<file path="src/rtl/bsl_regs.svh">
// Constants for the boot strap latch: offsets, bit positions and timing
`ifndef BSL_REGS_SVH
`define BSL_REGS_SVH

// Register offsets on the plain port
`define BSL_OFF_STRAPS 4'h0
`define BSL_OFF_CTRL 4'h1
`define BSL_OFF_STATUS 4'h2
// Power management register holding the auto-reset enable
`define BSL_OFF_PM56 4'h6

// Positions inside the captured strap word
`define BSL_BIT_TEST 0
`define BSL_BIT_PLATFORM 1
`define BSL_BIT_PLL 2
`define BSL_BIT_NUMERR 3
`define BSL_BIT_A20 4
`define BSL_BIT_MASKABLE_IRQ_OUT 5
`define BSL_BIT_NMI 6
`define BSL_BIT_LEGACY 7
`define BSL_BIT_ROMSEL 8
// Auto-reset enable bit in the power management register
`define BSL_BIT_PM_AUTORST 6

// Timing
`define BSL_CLK_PERIOD_PS 5000
`define BSL_HOLD_CLKS 7
`define BSL_AUTORST_PERIOD_MS 5000
`define BSL_RST_PULSE_CLKS 16

`endif

</file>
<file path="src/rtl/bsl_pkg.sv">
// Types shared by the boot strap latch modules
package bsl_pkg;
  typedef logic [8:0] bsl_straps_t;
  typedef enum logic [1:0] {
    BSL_SB_IDLE = 2'b00,
    BSL_SB_DRIVE = 2'b01,
    BSL_SB_HOLD = 2'b10
  } bsl_sb_state_e;
endpackage : bsl_pkg

</file>
<file path="src/rtl/bsl_link_if.sv">
// Interface between the strap latch top and its sideband forwarding helper
`timescale 1ns/1ps
`default_nettype none
interface bsl_link_if;
  logic cpu_reset;
  logic [3:0] speed_level;
  logic [3:0] sideband;
  logic sideband_en;
  modport top (output cpu_reset, output speed_level, input sideband, input sideband_en);
  modport fwd (input cpu_reset, input speed_level, output sideband, output sideband_en);
endinterface : bsl_link_if
`default_nettype wire

</file>
<file path="src/rtl/bsl_sideband_fwd.sv">
// Forwards speed strap levels to processor sideband pins around cpu reset
`timescale 1ns/1ps
`default_nettype none
`include "bsl_regs.svh"
module bsl_sideband_fwd (
  // Clock and reset
  input wire logic mclk_i,
  input wire logic rst_b_i,
  // Link to the top
  bsl_link_if.fwd link
);
  bsl_pkg::bsl_sb_state_e state_reg;
  bsl_pkg::bsl_sb_state_e state_next;
  logic [2:0] hold_cnt_reg; // Cycles spent after reset release
  logic [2:0] hold_cnt_next;
  logic [3:0] side_reg; // Levels driven out
  logic [3:0] side_next;
  wire hold_done = (hold_cnt_reg == 3'(`BSL_HOLD_CLKS - 1));

  // Next-state decode; the pin level follows the strap live during reset
  always_comb begin
    state_next = state_reg;
    hold_cnt_next = hold_cnt_reg;
    side_next = side_reg;
    case (state_reg)
      bsl_pkg::BSL_SB_IDLE: begin
        if (link.cpu_reset) begin
          state_next = bsl_pkg::BSL_SB_DRIVE;
          side_next = link.speed_level;
        end
      end
      bsl_pkg::BSL_SB_DRIVE: begin
        side_next = link.speed_level;
        hold_cnt_next = 3'h0;
        if (!link.cpu_reset) begin
          state_next = bsl_pkg::BSL_SB_HOLD;
        end
      end
      bsl_pkg::BSL_SB_HOLD: begin
        // Keeps forwarding 7 clocks past release
        side_next = link.speed_level;
        if (link.cpu_reset) begin
          state_next = bsl_pkg::BSL_SB_DRIVE;
        end else if (hold_done) begin
          state_next = bsl_pkg::BSL_SB_IDLE;
        end else begin
          hold_cnt_next = hold_cnt_reg + 3'h1;
        end
      end
      default: begin
        state_next = bsl_pkg::BSL_SB_IDLE;
      end
    endcase
  end

  // State registers
  always_ff @(posedge mclk_i or negedge rst_b_i) begin
    if (!rst_b_i) begin
      state_reg <= bsl_pkg::BSL_SB_IDLE;
      hold_cnt_reg <= 3'h0;
      side_reg <= 4'h0;
    end else begin
      state_reg <= state_next;
      hold_cnt_reg <= hold_cnt_next;
      side_reg <= side_next;
    end
  end

  assign link.sideband = side_reg;
  assign link.sideband_en = (state_reg != bsl_pkg::BSL_SB_IDLE);
endmodule // bsl_sideband_fwd
`default_nettype wire

</file>
<file path="src/rtl/bsl_auto_reset.sv">
// Periodic reset pulse generator for the system auto-reset function
`timescale 1ns/1ps
`default_nettype none
`include "bsl_regs.svh"
module bsl_auto_reset #(
  parameter int unsigned PERIOD_CLKS = 1000000000,
  parameter int unsigned PULSE_CLKS = `BSL_RST_PULSE_CLKS
) (
  // Clock and reset
  input wire logic mclk_i,
  input wire logic rst_b_i,
  // Control
  input wire logic enable_i,
  // Pulse request, high while reset is to be asserted
  output logic pulse_o
);
  // Elaboration check: the pulse has to fit inside one period
  if (PULSE_CLKS < 1 || PULSE_CLKS >= PERIOD_CLKS) begin : g_bad_pulse
    $error("bsl_auto_reset: pulse must be shorter than period");
  end
  logic [31:0] cnt_reg; // Position in the period
  logic [31:0] cnt_next;
  logic pulse_reg;
  logic pulse_seen_reg; // Set after first full period, so no pulse right at enable
  wire wrap = (cnt_reg == PERIOD_CLKS - 1);
  assign cnt_next = (!enable_i || wrap) ? 32'h0 : cnt_reg + 32'h1;

  // Counter runs only while enabled, restarting from zero when re-enabled
  always_ff @(posedge mclk_i or negedge rst_b_i) begin
    if (!rst_b_i) begin
      cnt_reg <= 32'h0;
      pulse_reg <= 1'b0;
    end else begin
      cnt_reg <= cnt_next;
      pulse_reg <= enable_i && wrap;
    end
  end
  // Pulse sits at the start of each period window, after the wrap
  assign pulse_o = enable_i && (pulse_reg || (cnt_reg < PULSE_CLKS && cnt_reg != 32'h0 &&
                   pulse_seen_reg));
  // Remembers that one full period has gone by since enable
  always_ff @(posedge mclk_i or negedge rst_b_i) begin
    if (!rst_b_i) begin
      pulse_seen_reg <= 1'b0;
    end else begin
      pulse_seen_reg <= enable_i && (pulse_seen_reg || wrap);
    end
  end
endmodule // bsl_auto_reset
`default_nettype wire

</file>
<file path="src/rtl/bsl_strap_latch.sv">
// Boot strap latch: captures straps at power-good and applies them
`timescale 1ns/1ps
`default_nettype none
`include "bsl_regs.svh"

// Operation
// Capture strap pins on power-good rising edge
// Pull-up captures one, pull-down captures zero
// Rom-select high enables periodic pci reset
// Writing zero to pm bit stops autoreset
// Legacy strap routes rom cycles legacy/lpc
// Nmi output follows strap through reset+7
// Irq output follows strap through reset+7
// A20 mask follows strap through reset+7
// Ignore-error follows strap through reset+7
// Board straps old platform pins correctly
// Pll strap high enables internal pll
// Platform strap high selects older platform
// Test strap low enters nand test
// Captured straps hold until next capture
module bsl_strap_latch #(
  parameter int unsigned AUTORST_PERIOD_CLKS =
    int'((64'(`BSL_AUTORST_PERIOD_MS) * 64'd1000000000) / 64'(`BSL_CLK_PERIOD_PS))
) (
  // Clock and reset
  input wire logic mclk_i,
  input wire logic rst_b_i,
  // Strap pins and qualifiers, asynchronous
  input wire logic rom_select_strap_i,
  input wire logic [7:0] system_addr_straps_i,
  input wire logic power_good_i,
  input wire logic cpu_reset_i,
  // Register port
  input wire logic [3:0] reg_addr_i,
  input wire logic [15:0] reg_wdata_i,
  input wire logic reg_wr_i,
  input wire logic reg_rd_i,
  output logic [15:0] reg_rdata_o,
  // Applied settings
  output logic pci_reset_out_b_o,
  output logic rom_to_legacy_o,
  output logic pll_enable_o,
  output logic platform_older_o,
  output logic nand_test_mode_o,
  // Processor sideband pins, outputs with an active-low enable
  output logic nmi_out_o,
  output logic maskable_irq_out_o,
  output logic addr20_mask_out_o,
  output logic ignore_numeric_error_out_o,
  output logic sideband_oe_b_o
);
  // Elaboration check: a period no longer than the pulse cannot be served
  if (AUTORST_PERIOD_CLKS <= `BSL_RST_PULSE_CLKS) begin : g_bad_period
    $error("bsl_strap_latch: auto-reset period too short");
  end

  // Two-stage synchronisers for every pin input
  logic [10:0] sync1_reg; // First stage, read only by second
  logic [10:0] sync2_reg;
  wire [10:0] pins = {cpu_reset_i, power_good_i, rom_select_strap_i, system_addr_straps_i};
  always_ff @(posedge mclk_i or negedge rst_b_i) begin
    if (!rst_b_i) begin
      sync1_reg <= 11'h000;
      sync2_reg <= 11'h000;
    end else begin
      sync1_reg <= pins;
      sync2_reg <= sync1_reg;
    end
  end
  wire [8:0] strap_live = sync2_reg[8:0]; // Rom select above address straps
  wire pg_sync = sync2_reg[9];
  wire cpu_reset_sync = sync2_reg[10];

  // Edge detect on the synchronised power-good
  logic pg_prev_reg;
  wire pg_rise = pg_sync && !pg_prev_reg;

  // Captured strap word
  bsl_pkg::bsl_straps_t straps_reg;
  logic captured_reg; // Set once a capture happened
  logic pm_autorst_reg; // Software auto-reset allow bit
  logic pm_autorst_next;
  logic [3:0] ctrl_reg; // Scratch control bits for software
  wire wr_pm = reg_wr_i && (reg_addr_i == `BSL_OFF_PM56);
  wire wr_ctrl = reg_wr_i && (reg_addr_i == `BSL_OFF_CTRL);
  assign pm_autorst_next = wr_pm ? reg_wdata_i[`BSL_BIT_PM_AUTORST] : pm_autorst_reg;

  // Capture happens only on the rising edge, so later pin activity is ignored
  always_ff @(posedge mclk_i or negedge rst_b_i) begin
    if (!rst_b_i) begin
      pg_prev_reg <= 1'b0;
      straps_reg <= 9'h000;
      captured_reg <= 1'b0;
    end else begin
      pg_prev_reg <= pg_sync;
      if (pg_rise) begin
        straps_reg <= strap_live; // see R1 // see R2 //
        captured_reg <= 1'b1;
      end
    end
  end

  // Auto-reset enable; a fresh capture re-arms the software allow bit
  always_ff @(posedge mclk_i or negedge rst_b_i) begin
    if (!rst_b_i) begin
      pm_autorst_reg <= 1'b1;
      ctrl_reg <= 4'h0;
    end else begin
      pm_autorst_reg <= pg_rise ? 1'b1 : pm_autorst_next;
      if (wr_ctrl) begin
        ctrl_reg <= reg_wdata_i[3:0];
      end
    end
  end

  wire autorst_en = captured_reg && straps_reg[`BSL_BIT_ROMSEL] && pm_autorst_reg;
  logic autorst_pulse;
  bsl_auto_reset #(
    .PERIOD_CLKS(AUTORST_PERIOD_CLKS),
    .PULSE_CLKS(`BSL_RST_PULSE_CLKS)
  ) u_auto_reset (
    .mclk_i(mclk_i),
    .rst_b_i(rst_b_i),
    .enable_i(autorst_en),
    .pulse_o(autorst_pulse)
  );

  // Sideband forwarding helper
  bsl_link_if link ();
  assign link.cpu_reset = cpu_reset_sync;
  assign link.speed_level = {strap_live[`BSL_BIT_NMI], strap_live[`BSL_BIT_MASKABLE_IRQ_OUT],
                             strap_live[`BSL_BIT_A20], strap_live[`BSL_BIT_NUMERR]};
  bsl_sideband_fwd u_sideband (
    .mclk_i(mclk_i),
    .rst_b_i(rst_b_i),
    .link(link)
  );

  // Register read decode
  wire [15:0] rd_mux =
    (reg_addr_i == `BSL_OFF_STRAPS) ? {7'h00, straps_reg} :
    (reg_addr_i == `BSL_OFF_CTRL) ? {12'h000, ctrl_reg} :
    (reg_addr_i == `BSL_OFF_STATUS) ? {13'h0, link.sideband_en, autorst_en, captured_reg} :
    (reg_addr_i == `BSL_OFF_PM56) ? 16'(pm_autorst_reg) << `BSL_BIT_PM_AUTORST :
    16'h0000;

  // Output registers; all top outputs come from flip-flops
  always_ff @(posedge mclk_i or negedge rst_b_i) begin
    if (!rst_b_i) begin
      reg_rdata_o <= 16'h0000;
      pci_reset_out_b_o <= 1'b1;
      rom_to_legacy_o <= 1'b0;
      pll_enable_o <= 1'b0;
      platform_older_o <= 1'b0;
      nand_test_mode_o <= 1'b0;
      nmi_out_o <= 1'b0;
      maskable_irq_out_o <= 1'b0;
      addr20_mask_out_o <= 1'b0;
      ignore_numeric_error_out_o <= 1'b0;
      sideband_oe_b_o <= 1'b1;
    end else begin
      reg_rdata_o <= reg_rd_i ? rd_mux : 16'h0000;
      pci_reset_out_b_o <= !autorst_pulse;
      rom_to_legacy_o <= straps_reg[`BSL_BIT_LEGACY];
      pll_enable_o <= straps_reg[`BSL_BIT_PLL];
      platform_older_o <= straps_reg[`BSL_BIT_PLATFORM];
      nand_test_mode_o <= captured_reg && !straps_reg[`BSL_BIT_TEST];
      nmi_out_o <= link.sideband[3];
      maskable_irq_out_o <= link.sideband[2];
      addr20_mask_out_o <= link.sideband[1];
      ignore_numeric_error_out_o <= link.sideband[0];
      sideband_oe_b_o <= !link.sideband_en;
    end
  end
endmodule // bsl_strap_latch
`default_nettype wire

</file>
<file path="config.mk">
export PLATFORM = sky130hd
export DESIGN_NAME = bsl_strap_latch
export DESIGN_NICKNAME = d
export VERILOG_FILES = /design/src/rtl/bsl_pkg.sv /design/src/rtl/bsl_link_if.sv /design/src/rtl/bsl_sideband_fwd.sv /design/src/rtl/bsl_auto_reset.sv /design/src/rtl/bsl_strap_latch.sv
export VERILOG_INCLUDE_DIRS = /design/src /design/src/rtl
export SDC_FILE = /design/constraint.sdc
export NUM_CORES = 1
export LEC_CHECK = 0
export BUFFER_PORTS_ARGS = -buffer_cell sky130_fd_sc_hd__clkbuf_2
export CAP_MARGIN = 15
export CORE_MARGIN = 1
export CORE_UTILIZATION = 25
export CTS_CLUSTER_DIAMETER = 80
export DETAILED_ROUTE_END_ITERATION = 8
export GPL_TIMING_DRIVEN = 0
export PLACE_DENSITY = 0.42
export SLEW_MARGIN = 20
export SYNTH_ARGS = -nofsm -noshare
export SYNTH_HDL_FRONTEND = slang
export SYNTH_HIERARCHICAL = 1
export SYNTH_SLANG_ARGS = --single-unit
</file>
<file path="constraint.sdc">
create_clock -name mclk_i -period 4.4 [get_ports mclk_i]
set_input_delay 1.32 -clock mclk_i [delete_from_list [all_inputs] [get_ports mclk_i]]
set_output_delay 1.32 -clock mclk_i [all_outputs]
set_load 0.05 [all_outputs]
</file>
==> results.env <==
POSTSYNTHCELLCOUNT=345
WORST_EP_REQUIRED_TIME_PS=3080
GRT_START_MAX_NET_PINS=82
ROUTED-VIA-COUNT=2656
DRT.ANTENNA.VIOLATING_NETS=0
CORE.ROWCOUNT=47
HOLD_VIOL=0
CLKSLEWWORSTSETUPHOLDPATHS_PS=70
WORST_PATH_LARGEST_CELL_DELAY_PS=520
CRIT_PATH_CELL_TRACE='clkbuf_2'
CPMAXSTAGEDELAYCELL='sky130_fd_sc_hd__dfstp_2'
MAX_CAP_VIOLATIONS=0
SLEW_VIOL_FINAL=0
CLOCK-SKEW-FINAL_PS=8.36
PLACE.PORT_BUFFERS=41
CP_STARTPOINT_KIND='flop'
ANTENNADIODECOUNT=0
SYNTH_AREA_MM2=0.00421
REGISTER_AREA_MM2=0.00251
END_KIND='output pin'
MULTI_INPUT_AREA_MM2=0.00155
PROPORTION_OF_LAYOUT_CELLS_WITH_A_DRIVE_SUFFIX_ABOVE_1=0.274
POST-ROUTE-PERIOD-UTIL=0.556
SETUP-VIOLATIONS-FINAL=0
REG2REG_SLACK_PS=2370
GRT_SETUP_UNREPAIRED='false'
WIRE_LENGTH_OF_THE_FIRST_GLOBAL_ROUTING_PASS_MM=14.6
CRITICAL_PATH_PEAK_FANOUT=1
DESIGN.PORTCOUNT=61
ROUTED_VIA_DENSITY=4.22
CORE_AREA_MM2=0.0165
TRITONCTS='done'
DATA_ARRIVAL_TIME_OF_THE_CRITICAL_PATH_PS=1130
MAX-CLOCK-PATH-BUFFERS=2
YS_SEQ_AREA_FRAC=0.595
NUMBER_OF_FLIP_FLOPS_IN_THE_LARGEST_REGISTER=32
CTS.HTREE.LEVELS=3
CTS.SINKS=100
POWER_mW=2.00
LEADING_CELL_TYPE_IN_THE_LAYOUT_FILL_AND_TAPS_EXCLUDED='sky130_fd_sc_hd__dfrtp_1'
SYNTH_ASYNC_SR_FLOP_SHARE=1.00
ANTENNA_FOUND_INITIAL=0
POST_DRT_WL_PER_CELL_UM=13.2
WORST_R2R_START='u_auto_reset/cnt_reg[0]'
SYNTH_CELL_TYPE_COUNT=53
WORST-SLEW-PIN-TRANSITION_PS=854
DETAILEDROUTE.FIRSTITERATIONVIOLATIONS=95
DIEWIDTH_UM=132
SETUP-TNS-FINAL_PS=0
POSTSYNTH.TOPFLOPCELL='sky130_fd_sc_hd__dfrtp_1'
FP.DIEAREA_MM2=0.0174
P_LEAK_nW=2.30
SYNTH_EDF_COUNT=0
CTS_SETUP_BUFFERS=0
FMAX_MHz=409
WORSTSKEWPAIRLATENCY_PS=350
POST-DP-HPWL_MM=5.84
DIE_H_UM=132
SYNTH.FF_LATCH_COUNT=100
DRC_ERRORS=0
ROUTE.FINAL.WIRE_LENGTH_MM=8.33
SYNTH-WARNING-COUNT=6
MOST-COMMON-LAYOUT-CELLS='sky130_fd_sc_hd__dfrtp_1, sky130_fd_sc_hd__clkbuf_2, sky130_fd_sc_hd__nor2_1'
START_TO_END_TYPE_OF_THE_WORST_SETUP_PATH='reg -> out'
FIN_CRIT_PS=2450
CRITICAL_PATH.TOP_DELAY_FAMILY='flip-flops'
FLOORPLAN.INITIALDENSITY=0.255
SYN_AVG_CELL_AREA_UM2=12.2
MIN_FROM='sync1_reg[8]'
GLOBALROUTEOVERFLOWTOTAL=0
NUMBER_OF_GLOBAL_ROUTE_VIAS_BEFORE_REPAIR=2828
AREAGROWTHSYNTHTOFINISH_PCT=19.4
NUM-FILL-CELLS=1686
WORST_SETUP_PATH_STARTPOINT='sideband_oe_b_o'
CTS-ROOT-BUF='sky130_fd_sc_hd__clkbuf_16'
CRITICAL_PATH_BUF_INV_COUNT=1
RUN_STATUS='completed'
POST_CTS.RESIZED_INSTANCES=0
POST_CTS_HOLD_BUFFER_COUNT=0
HP-CLASS='reg -> reg'
POWERDENSITY_mW_PER_MM2=398
PEAKVDDDROP_uV=198
DRT_PRE_ANTENNA_ITERS=4
NUMCTSBUFFERS=9
REMAINING_MAX_SLEW_BUDGET_AT_THE_TIGHTEST_PIN=0.428
GLOBAL_ROUTE.USAGE.TOTAL=0.107
DESIGN.FINAL.NETS=443
FINALWEIGHTEDCONGESTION=0.715
[logic make-up (layout without fill, tap and decap cells)]
kind of cell,Yosys count,in the layout,share of synthesized area
adders and majority gates,4,4,0.0119
muxes,23,23,0.0633
and+or+nand+nor,143,143,0.199
xor gates and xnor gates,29,29,0.0603
other,1,7,0.000891
buffers and inverters,28,86,0.0416
AOI/OAI and AO/OA,17,17,0.0282
DFF,100,100,0.595
[where the power goes]
part	leakage, nW	total (mW)	switching [mW]	internal, mW
Combinational	0.903	0.231	0.148	0.0834
Sequential	1.27	1.01	0.0328	0.981
Clock	0.134	0.753	0.363	0.390
[metrics by stage]
stage	setup WS (ps)	instances	utilization	instance area [um2]	hold WS, ps
3_5_place_dp	2010	613	0.287	4750	335
6_report	1950	629	0.304	5030	349
3_3_place_gp	594	612	0.285	4710	332
5_1_grt	1920	629	0.304	5030	354
2_1_floorplan	2300	351	-	4230	331
4_1_cts	1930	629	0.304	5030	352
[final cells by class]
cell class | count | area share
Buffer | 19 | 0.0281
Clock buffer | 10 | 0.0456
Clock inverter | 6 | 0.00946
Inverter | 9 | 0.00672
Multi-Input combinational cell | 223 | 0.309
Sequential cell | 100 | 0.499
Tap cell | 220 | 0.0548
Timing Repair Buffer | 42 | 0.0480
[cell usage after synthesis, drive strengths merged, types with 2 or more instances]
| master | n | area, um2 |
|---|---|---|
| nor4 | 8 | 50.1 |
| xor2 | 22 | 193 |
| or2 | 3 | 18.8 |
| nand2b | 2 | 12.5 |
| dfstp | 3 | 78.8 |
| a2bb2oi | 2 | 17.5 |
| ha | 4 | 50.1 |
| xnor2 | 7 | 61.3 |
| nor3 | 9 | 82.6 |
| inv | 9 | 33.8 |
| mux2 | 17 | 206 |
| a21oi | 8 | 51.3 |
| and2 | 7 | 43.8 |
| and3 | 13 | 83.8 |
| nand2 | 13 | 48.8 |
| nor2 | 39 | 151 |
| nand4 | 17 | 128 |
| nor2b | 3 | 18.8 |
| buf | 19 | 141 |
| and2b | 2 | 17.5 |
| nand3 | 19 | 105 |
| mux2i | 6 | 60.1 |
| dfrtp | 97 | 2430 |
[worst paths after layout]
check,depth (start not counted),end
worst max-delay path,1,sideband_oe_b_o
worst min-delay path,0,sync2_reg[8]
worst max register to register,6,u_auto_reset/cnt_reg[30]
worst min register to register,0,sync2_reg[8]
max in group asynchronous,2,pm_autorst_reg
min in group asynchronous,1,u_auto_reset/cnt_reg[15]
[metal layers]
| layer | up-vias | GRT usage | share of wire |
|---|---|---|---|
| li1 | 1289 | - | - |
| met1 | 1308 | 0.141 | 0.48 |
| met2 | 48 | 0.165 | 0.47 |
| met3 | 11 | 0.0331 | 0.043 |
| met4 | 0 | 0.0388 | 0.014 |
| met5 | - | 0 | 0 |
(Power assumes the default switching activity.)
